### config.mk
export PLATFORM = sky130hd
export DESIGN_NAME = sdl_loader
export DESIGN_NICKNAME = d
export VERILOG_FILES = /design/src/design/sdl_pkg.sv /design/src/design/sdl_loader.sv /design/src/design/sdl_buf2.sv
export SDC_FILE = /design/constraint.sdc
export NUM_CORES = 1
export LEC_CHECK = 0
export ABC_AREA = 0
export BUFFER_PORTS_ARGS = -buffer_cell sky130_fd_sc_hd__buf_2
export CAP_MARGIN = 10
export CORE_ASPECT_RATIO = 1.5
export CORE_MARGIN = 4
export CORE_UTILIZATION = 50
export DETAILED_ROUTE_END_ITERATION = 8
export GPL_ROUTABILITY_DRIVEN = 0
export PLACE_DENSITY = 0.84
export SYNTH_ARGS = -nofsm -noshare
export SYNTH_HDL_FRONTEND = slang
export SYNTH_SLANG_ARGS = --single-unit
### constraint.sdc
create_clock -name clk -period 2.5 [get_ports clk]
set_input_delay 0.375 -clock clk [delete_from_list [all_inputs] [get_ports clk]]
set_output_delay 0.375 -clock clk [all_outputs]
set_load 0.005 [all_outputs]
### src/design/sdl_pkg.sv
// Package of constants and types for the serial word loader
//
// Operation
// (RL1) Shift data input on each bit-clock rise
// (RL2) Twenty-bit two's-complement word, MSB first
// (RL3) Extra leading bits ignored, last twenty kept
// (RL4) Strobe falling edge copies shift register
// (RL5) Output updates on fourth clock after fall
// (RL6) Sender holds strobe high one cycle first
// (RL7) Sender holds strobe low one cycle after
// (RL8) Stopped clock: strobe low past next first
// (RL9) Sender normally runs the clock continuously
// (RL10) Typical framing: twenty-four slots, last twenty data
// (RL11) 7FFFF positive full, 80000 negative full scale
// (RL12) Split word into two nineteen-bit converter codes; lower_code is twenty bits here
// (RL13) Output holds old code until update point
package sdl_pkg;
	localparam int WORD_BITS     = 20;
	localparam int HALF_BITS     = 19;
	localparam int UPDATE_CLOCKS = 4;
	localparam int CNT_BITS      = 3;
	localparam int CLK_PERIOD_NS = 40;

	localparam logic [WORD_BITS-1:0] WORD_RESET = 20'h0_0000;
	localparam logic [HALF_BITS:0]   LOWER_ZERO = 20'h8_0000;

	typedef struct packed {
		logic [HALF_BITS:0]   lower_code;
		logic [HALF_BITS-1:0] upper_code;
	} sdl_codes_t;

	typedef enum logic [1:0] {
		SDL_IDLE = 2'b00,
		SDL_WAIT = 2'b01
	} sdl_state_t;
endpackage : sdl_pkg

### src/design/sdl_loader.sv
// Serial input, latch and output update of the word loader
`timescale 1ns/1ps
module sdl_loader
	import sdl_pkg::*;
(
	input  wire logic                 clk,
	input  wire logic                 rst_b,
	input  wire logic                 bit_clk,
	input  wire logic                 serial_data,
	input  wire logic                 latch_strobe,
	output logic      [WORD_BITS-1:0] current_output,
	output logic      [HALF_BITS:0]   lower_code,
	output logic      [HALF_BITS-1:0] upper_code,
	output logic                      update_pulse,
	input  wire logic                 sink_ready,
	output logic                      word_dropped
);
	// The split and the update counter are sized by these constants
	if (WORD_BITS != HALF_BITS + 1) begin : g_bad_split
		$error("WORD_BITS must exceed HALF_BITS by one");
	end
	if (UPDATE_CLOCKS < 1 || UPDATE_CLOCKS > (1 << CNT_BITS)) begin : g_bad_count
		$error("UPDATE_CLOCKS does not fit the rise counter");
	end

	// Pin synchronisers
	logic [1:0] bclk_s_q;
	logic [1:0] data_s_q;
	logic [1:0] le_s_q;
	logic       bclk_q;
	logic       le_q;
	logic       data_q;

	logic [WORD_BITS-1:0] shift_q;
	logic [WORD_BITS-1:0] latched_q;
	logic [CNT_BITS-1:0]  rise_cnt_q;
	sdl_state_t           state_q;
	logic                 buf_in_ready;
	logic                 buf_out_valid;
	sdl_codes_t           buf_out;
	logic [WORD_BITS-1:0] out_q;
	logic                 upd_q;
	logic                 drop_q;
	sdl_codes_t           codes_q;
	sdl_state_t           state_d;
	logic [CNT_BITS-1:0]  rise_cnt_d;

	// Edge of a synchronised pin, seen between the second and third flop
	function automatic logic edge_hit(input logic now_v, input logic was_v, input logic rising);
		return rising ? (now_v && !was_v) : (!now_v && was_v);
	endfunction : edge_hit

	wire bclk_rise = edge_hit(bclk_s_q[1], bclk_q, 1'b1); // RL1
	wire le_fall   = edge_hit(le_s_q[1], le_q, 1'b0); // RL4
	wire fire      = (state_q == SDL_WAIT) && bclk_rise
		&& (rise_cnt_q == CNT_BITS'(UPDATE_CLOCKS - 1));

	function automatic sdl_codes_t split_word(input logic [WORD_BITS-1:0] w);
		sdl_codes_t c;
		c.lower_code = '0;
		c.upper_code = '0;
		if (!w[WORD_BITS-1]) begin
			c.lower_code = LOWER_ZERO;
			c.upper_code = w[HALF_BITS-1:0];
		end else begin
			c.lower_code = {1'b0, w[HALF_BITS-1:0]};
			c.upper_code = '0;
		end
		return c;
	endfunction : split_word

	wire sdl_codes_t new_codes = split_word(latched_q); // RL12 RL11

	// Each pin passes two flops; the third stage serves edge detection, and for serial_data it is the bit that is shifted in.
	// Stages clear low so that the strobe shows no false fall after reset; a bit clock held high at reset release shows a false rise.
	always_ff @(posedge clk) begin
		if (!rst_b) begin
			bclk_s_q <= 2'b00;
			bclk_q   <= 1'b0;
		end else begin
			bclk_s_q <= {bclk_s_q[0], bit_clk};
			bclk_q   <= bclk_s_q[1];
		end
	end

	always_ff @(posedge clk) begin
		if (!rst_b) begin
			data_s_q <= 2'b00;
			data_q   <= 1'b0;
		end else begin
			data_s_q <= {data_s_q[0], serial_data};
			data_q   <= data_s_q[1];
		end
	end

	always_ff @(posedge clk) begin
		if (!rst_b) begin
			le_s_q <= 2'b00;
			le_q   <= 1'b0;
		end else begin
			le_s_q <= {le_s_q[0], latch_strobe};
			le_q   <= le_s_q[1];
		end
	end

	always_ff @(posedge clk) begin
		if (!rst_b) shift_q <= WORD_RESET;
		else if (bclk_rise) shift_q <= {shift_q[WORD_BITS-2:0], data_q}; // RL1 RL2 RL3
	end

	always_ff @(posedge clk) begin
		if (!rst_b) latched_q <= WORD_RESET;
		else if (le_fall) latched_q <= shift_q; // RL4
	end

	// A new strobe fall restarts the count, so the newest word wins
	always_comb begin
		state_d    = state_q;
		rise_cnt_d = rise_cnt_q;
		unique case (state_q)
			SDL_IDLE: begin
				if (le_fall) begin
					state_d    = SDL_WAIT;
					rise_cnt_d = '0;
				end
			end
			SDL_WAIT: begin
				if (le_fall) begin
					rise_cnt_d = '0;
				end else if (fire) begin
					state_d = SDL_IDLE; // RL5
				end else if (bclk_rise) begin
					rise_cnt_d = rise_cnt_q + 1'b1;
				end
			end
			default: begin
				state_d    = SDL_IDLE;
				rise_cnt_d = '0;
			end
		endcase
	end

	always_ff @(posedge clk) begin
		if (!rst_b) begin
			state_q    <= SDL_IDLE;
			rise_cnt_q <= '0;
		end else begin
			state_q    <= state_d;
			rise_cnt_q <= rise_cnt_d;
		end
	end

	// Output register changes only at the update point; bits shifted in
	// meanwhile leave the converter code untouched
	always_ff @(posedge clk) begin
		if (!rst_b) begin
			out_q   <= WORD_RESET;
			codes_q <= split_word(WORD_RESET);
		end else if (fire) begin
			out_q   <= latched_q; // RL13
			codes_q <= new_codes; // RL12
		end
	end

	// The serial side cannot be stalled, so a full buffer loses the update
	always_ff @(posedge clk) begin
		if (!rst_b) begin
			upd_q  <= 1'b0;
			drop_q <= 1'b0;
		end else begin
			upd_q  <= fire; // RL5
			drop_q <= fire && !buf_in_ready;
		end
	end

	sdl_buf2 #(
		.WIDTH ($bits(sdl_codes_t))
	) u_buf (
		.clk       (clk),
		.rst_b     (rst_b),
		.in_valid  (fire),
		.in_ready  (buf_in_ready),
		.in_data   (new_codes),
		.out_valid (buf_out_valid),
		.out_ready (sink_ready),
		.out_data  (buf_out)
	);

	assign current_output = out_q;
	assign lower_code     = codes_q.lower_code;
	assign upper_code     = codes_q.upper_code;
	assign update_pulse   = upd_q;
	assign word_dropped   = drop_q;
endmodule : sdl_loader

### src/design/sdl_buf2.sv
// Two-entry valid/ready buffer
`timescale 1ns/1ps
module sdl_buf2
	import sdl_pkg::*;
#(
	parameter int WIDTH = 39
) (
	input  wire logic             clk,
	input  wire logic             rst_b,
	input  wire logic             in_valid,
	output logic                  in_ready,
	input  wire logic [WIDTH-1:0] in_data,
	output logic                  out_valid,
	input  wire logic             out_ready,
	output logic      [WIDTH-1:0] out_data
);
	if (WIDTH < 1) begin : g_bad_width
		$error("WIDTH must be positive");
	end

	logic [WIDTH-1:0] mem_q [2];
	logic             wr_q;
	logic             rd_q;
	logic [1:0]       cnt_q;
	wire              push = in_valid && in_ready;
	wire              pop  = out_valid && out_ready;

	assign in_ready  = cnt_q != 2'd2;
	assign out_valid = cnt_q != 2'd0;
	assign out_data  = mem_q[rd_q];

	always_ff @(posedge clk) begin
		if (!rst_b) begin
			wr_q     <= 1'b0;
			rd_q     <= 1'b0;
			cnt_q    <= 2'd0;
			mem_q[0] <= '0;
			mem_q[1] <= '0;
		end else begin
			if (push) begin
				mem_q[wr_q] <= in_data;
				wr_q        <= ~wr_q;
			end
			if (pop) rd_q <= ~rd_q;
			cnt_q <= cnt_q + {1'b0, push} - {1'b0, pop};
		end
	end
endmodule : sdl_buf2

== After elaboration in Yosys (flattened, before gate mapping) ==
Index checks and enable logic that the tools add are counted.

* Add/subtract/negate cells: 3
* Equal/unequal tests: 8
* Div/mod/pow operators: 0
* Bitwise operators: 0
* $mul: 0
* Shift operators: 0
* Reductions and logical operators: 14
* Muxes and demuxes: 10
* Order comparisons: 0

{| class="wikitable"
|+ Operators by type and width
! operator !! number
|-
| 2-to-1 mux 39 bit || 1
|-
| 2-to-1 mux 3 bit || 4
|-
| != test 2 bit (second input constant) || 4
|-
| logical AND 1 bit || 7
|-
| 2-to-1 mux 2 bit || 3
|-
| != test 3 bit (second input constant) || 2
|-
| one-hot mux 3 bit (2 select lines) || 1
|-
| AND reduction 3 bit || 2
|-
| one-hot mux 2 bit (2 select lines) || 1
|-
| adder 3 x 1 -> 3 bit (second input constant) || 1
|-
| == test 3 x 2 -> 1 bit (second input constant) || 1
|-
| zero test 1 bit || 3
|-
| adder 2 x 1 -> 2 bit || 1
|-
| == test 2 x 1 -> 1 bit (second input constant) || 1
|-
| zero test 2 bit || 1
|-
| nonzero test 2 bit || 1
|-
| subtractor 2 x 1 -> 2 bit || 1
|}

* Memories: 0
* Bits in latches: 0
* Output and inout port bits: 61
* Bits in read-only memories: 0
* Register bits after elaboration: 117
* Bits in writable memories: 0

== Longest topological paths before layout ==
* Depth in word-level cells: 7
* Mapped depth: 10
* Depth with buffers taken out: 8

== Cells and area by module ==
Synthesis repeated with hierarchy kept, for this count alone.

* Cell total of the unflattened synthesis: 800
* Area, all modules: 8062.7 µm²

{| class="wikitable"
|+ Modules (own cells, without submodules)
! module !! instances !! area each (µm²) !! sequential area each (µm²) !! cells each
|-
| sdl_loader || 1 || 4370.4 || 2282.2 || 523
|-
| sdl_buf2 || 1 || 3692.3 || 2442.3 || 277
|}

== Worst setup path after synthesis ==
Ideal clock, no wire load.

* Path type: reg2reg
* Start point: register rise_cnt_q[0]
* End point: register u_buf.cnt_q[1]
* Setup time: 0.115 ns
* Path slack: 0.690 ns
* Arrival: 1.695 ns
* Buffers on the path: 2
* Stages on the path, launching flop included: 11
* Path through: dfxtp_1 > ha_1 > ha_1 > nand4b_1 > buf_6 > buf_6 > a21oi_1 > ha_1 > xnor2_1 > xnor2_1 > and2_1

* Longest elaborated chain between the ends: 5

{| class="wikitable"
|+ RTL lines
! item !! RTL line !! source
|-
| start, declared || sdl_loader.sv:36 || <nowiki>logic [CNT_BITS-1:0] rise_cnt_q;</nowiki>
|-
| start signal, assigned || sdl_loader.sv:149 || <nowiki>rise_cnt_q <= rise_cnt_d;</nowiki>
|-
| == test 3 x 2 -> 1 bit || sdl_loader.sv:56 || <nowiki>&& (rise_cnt_q == CNT_BITS'(UPDATE_CLOCKS - 1));</nowiki>
|-
| logical AND 1 bit || sdl_loader.sv:56 ||
|-
| logical AND 1 bit || sdl_buf2.sv:25 || <nowiki>wire push = in_valid && in_ready;</nowiki>
|-
| adder 2 x 1 -> 2 bit || sdl_buf2.sv:45 || <nowiki>cnt_q <= cnt_q + {1'b0, push} - {1'b0, pop};</nowiki>
|-
| subtractor 2 x 1 -> 2 bit || sdl_buf2.sv:45 ||
|-
| end signal, assigned || sdl_buf2.sv:45 ||
|-
| end, declared || sdl_buf2.sv:24 || <nowiki>logic [1:0] cnt_q;</nowiki>
|}

Every way passes these cells.
A chain may end at the register's enable or synchronous reset.

== Worst setup path in the final report ==
* Start point: register rise_cnt_q[0]
* End point: register out_q[6], in the netlist current_output[6]

* Longest elaborated chain between the ends: 2

{| class="wikitable"
|+ RTL lines
! item !! RTL line !! source
|-
| == test 3 x 2 -> 1 bit || sdl_loader.sv:56 ||
|-
| logical AND 1 bit || sdl_loader.sv:56 ||
|-
| end signal, assigned || sdl_loader.sv:160 || <nowiki>out_q <= latched_q;</nowiki>
|-
| end, declared || sdl_loader.sv:41 || <nowiki>logic [WORD_BITS-1:0] out_q;</nowiki>
|}

Every way passes these cells.

==> qor.yml <==
logic_synthesis:
  yosysSeqAreaShare_pct: 53.01
  synth_cell_types: 28
  synth_area_per_cell_sq_um: 8.814
  netlist_instances: 497
  syn-cell-area_sq_mm: 0.004380
  yosys_warnings: 0
  syn-num-nets: 507
  synth_seq_cells: 116
clock_tree:
  post_cts_buffers: 0
  clockBufferDepth: 2
  htree_levels: 4
  cts_num_sinks: 116
  hold_buffers: 0
  clockRootBuffer: "clkbuf_16"
  numCtsBuffers: 17
  cts.reportedPaths.clkPinSlew_ps: 50
  cts_tree: "built"
  ctsResizeCount: 0
  clk_latency_ps: 400
placement:
  io_buffers: 66
  hpwl_um: 5669
  dp.cells: 634
  placed_area_sq_mm: 0.004718
floorplan:
  rows: 41
  initial_utilization_pct: 51.75
  io_pins: 67
  die_w_um: 84.43
  fp.coreArea_sq_mm: 0.008464
  die_area_sq_mm: 0.01035
  die_h_um: 122.6
grt:
  grt_usage_pct: 18.23
  grt_overflow: 0
  grt_max_degree: 119
  grt_antenna_before_repair: 0
  groute.layer.met3.usage_pct: 6.044
  top_usage_layer: "met2"
  met2_usage_pct: 30.93
  grt_pass1_wl_um: 14890
  use_met1_pct: 20.00
  first_global_vias: 3227
final_layout:
  synthToLayoutAreaGrowth_pct: 22.79
  final_cell_mix: "116 x dfxtp_1, 102 x nand2_1, 86 x nand3_1"
  drive_gt1_share_pct: 22.36
  final_nets: 556
  final_area_sq_mm: 0.005379
  final_cell_count_no_fill: 666
  regArea_sq_mm: 0.002322
  final_common_cell: "dfxtp_1"
  multi_input_area_sq_mm: 0.001817
  n_antenna_cell: 0
  nFillCells: 663
sta:
  fin_crit_sh_pct: 69.46
  fin_crit_ps: 1736
  slew_headroom_pct: 51.92
  clock_skew_ps: 5.673
  rsz0062_at_grt: "no"
  final_max_slew_viol_count: 0
  fin_tns_setup_ps: 0
  fmaxAchievable_mhz: 575.9
  finalSetupViolCount: 0
  hold_viol: 0
  tightest_slew_ps: 721.1
critical_path:
  criticalPathCategory: "flop to flop"
  critPathMaxFanout: 118
  crit_arrival_ps: 1990
  setup.worst_path.start_class: "flop"
  endpoint_kind: "flop"
  worstPathRequired_ps: 2750
detailed_routing:
  vias: 3549
  via_per_inst: 5.329
  wire_per_inst_um: 13.76
  wirelength_um: 9161
  first_iter_violations: 252
  firstDrtPassIters: 4
  drcViolationCount: 0
  final_antenna_net_count: 0
power:
  power_density_mw_per_mm2: 862.7
  power_leakage_nw: 2.039
  ir_worst_vdd_mv: 0.6932
  p_total_mw: 4.641
hold_path:
  hp-class: "primary input to flop"
flow_run:
  maxCapViolCount: 0
outcome:
  status: "finished, final reports clean"
## flip-flops by register name (all words and copies together), names as in the netlist
| register | flops |
|---|---|
| current_output | 20 |
| latched_q | 20 |
| lower_code | 20 |
| shift_q | 20 |
| upper_code | 19 |
| rise_cnt_q | 3 |
| bclk_s_q | 2 |
| data_s_q | 2 |
| le_s_q | 2 |
| u_buf.cnt_q | 2 |
| bclk_q | 1 |
| data_q | 1 |
| le_q | 1 |
| state_q | 1 |
| update_pulse | 1 |
| word_dropped | 1 |
## worst max-delay path, cell delays in order, from the launching register on
cell and delay (ps):
dfxtp_1 320, ha_1 200, ha_1 200, nand4b_1 180, buf_12 390, o21ai_0 220
## path summary, 6_finish.rpt
check | to | slack, ps | startpoint | cells after the start
max reg2reg | current_output[6]$_SDFFE_PN0P_ | 760 | rise_cnt_q[0]$_SDFFE_PN0P_ | 5
min reg2reg | data_q$_SDFF_PN0_ | 430 | data_s_q[1]$_SDFF_PN0_ | 1
min | data_s_q[0]$_SDFF_PN0_ | 180 | serial_data | 2
max | current_output[6]$_SDFFE_PN0P_ | 760 | rise_cnt_q[0]$_SDFFE_PN0P_ | 5
## final cells by class
| class | instances | area share, % |
|---|---|---|
| repair buffers | 74 | 8.002 |
| inverters | 4 | 0.2791 |
| clock inverters | 9 | 3.210 |
| flip-flops and latches | 116 | 43.17 |
| multi-input cells | 333 | 33.78 |
| well taps | 107 | 2.489 |
| clock buffers | 23 | 9.072 |
## cells by family (layout without fill, tap and decap cells)
logic type / after synthesis / after routing / synth area share (%)
AND/OR/NAND/NOR: 222 / 222 / 24.36
flip-flops: 116 / 116 / 53.01
AO/OA/AOI/OAI: 102 / 102 / 14.91
buffers and inverters: 48 / 110 / 5.512
adder cells (fa/ha/maj): 4 / 4 / 1.143
XOR/XNOR: 3 / 3 / 0.5999
multiplexers: 2 / 2 / 0.4570
## metrics by stage
step / utilization, % / hold slack (ps) / setup WS (ps)
final: 63.55 / 178.0 / 763.5
after global routing: 63.55 / 160.1 / 622.9
after CTS: 63.55 / 165.1 / 744.1
after detailed placement: 55.74 / 421.4 / 769.2
after global placement: 55.74 / 413.6 / 811.0
after floorplan: - / 411.9 / 689.9
## synth_stat cells (all sizes together)
master  count  area share [%]
dfxtp     116              53
o21a        1            0.17
mux2i       2            0.46
nor2        3            0.26
and4bb      1            0.29
nand3      96              12
ha          4             1.1
and4        1            0.20
nor2b       3            0.43
xnor2       3            0.60
inv         4            0.34
a211oi      1            0.17
nand2b      2            0.29
nand4b      1            0.20
nand2     102             8.7
a21boi     40             6.9
o21ai      58             7.5
clkbuf     23             2.0
and3        1            0.14
buf        21             3.2
a21oi       2            0.23
and2       12             1.7
## metal layers
metal / share of wire (%) / up-vias
li1: - / 1777
met5: 0 / -
met1: 40 / 1659
met2: 52 / 91
met3: 5.4 / 22
met4: 2.6 / 0
## report_power, final
group	total (mW)	switching, mW	internal (mW)
logic	0.106	0.0667	0.0391
clock network	2.66	0.794	1.87
registers	1.87	0.00871	1.86
Note: power is estimated with default switching activity, not from simulation.
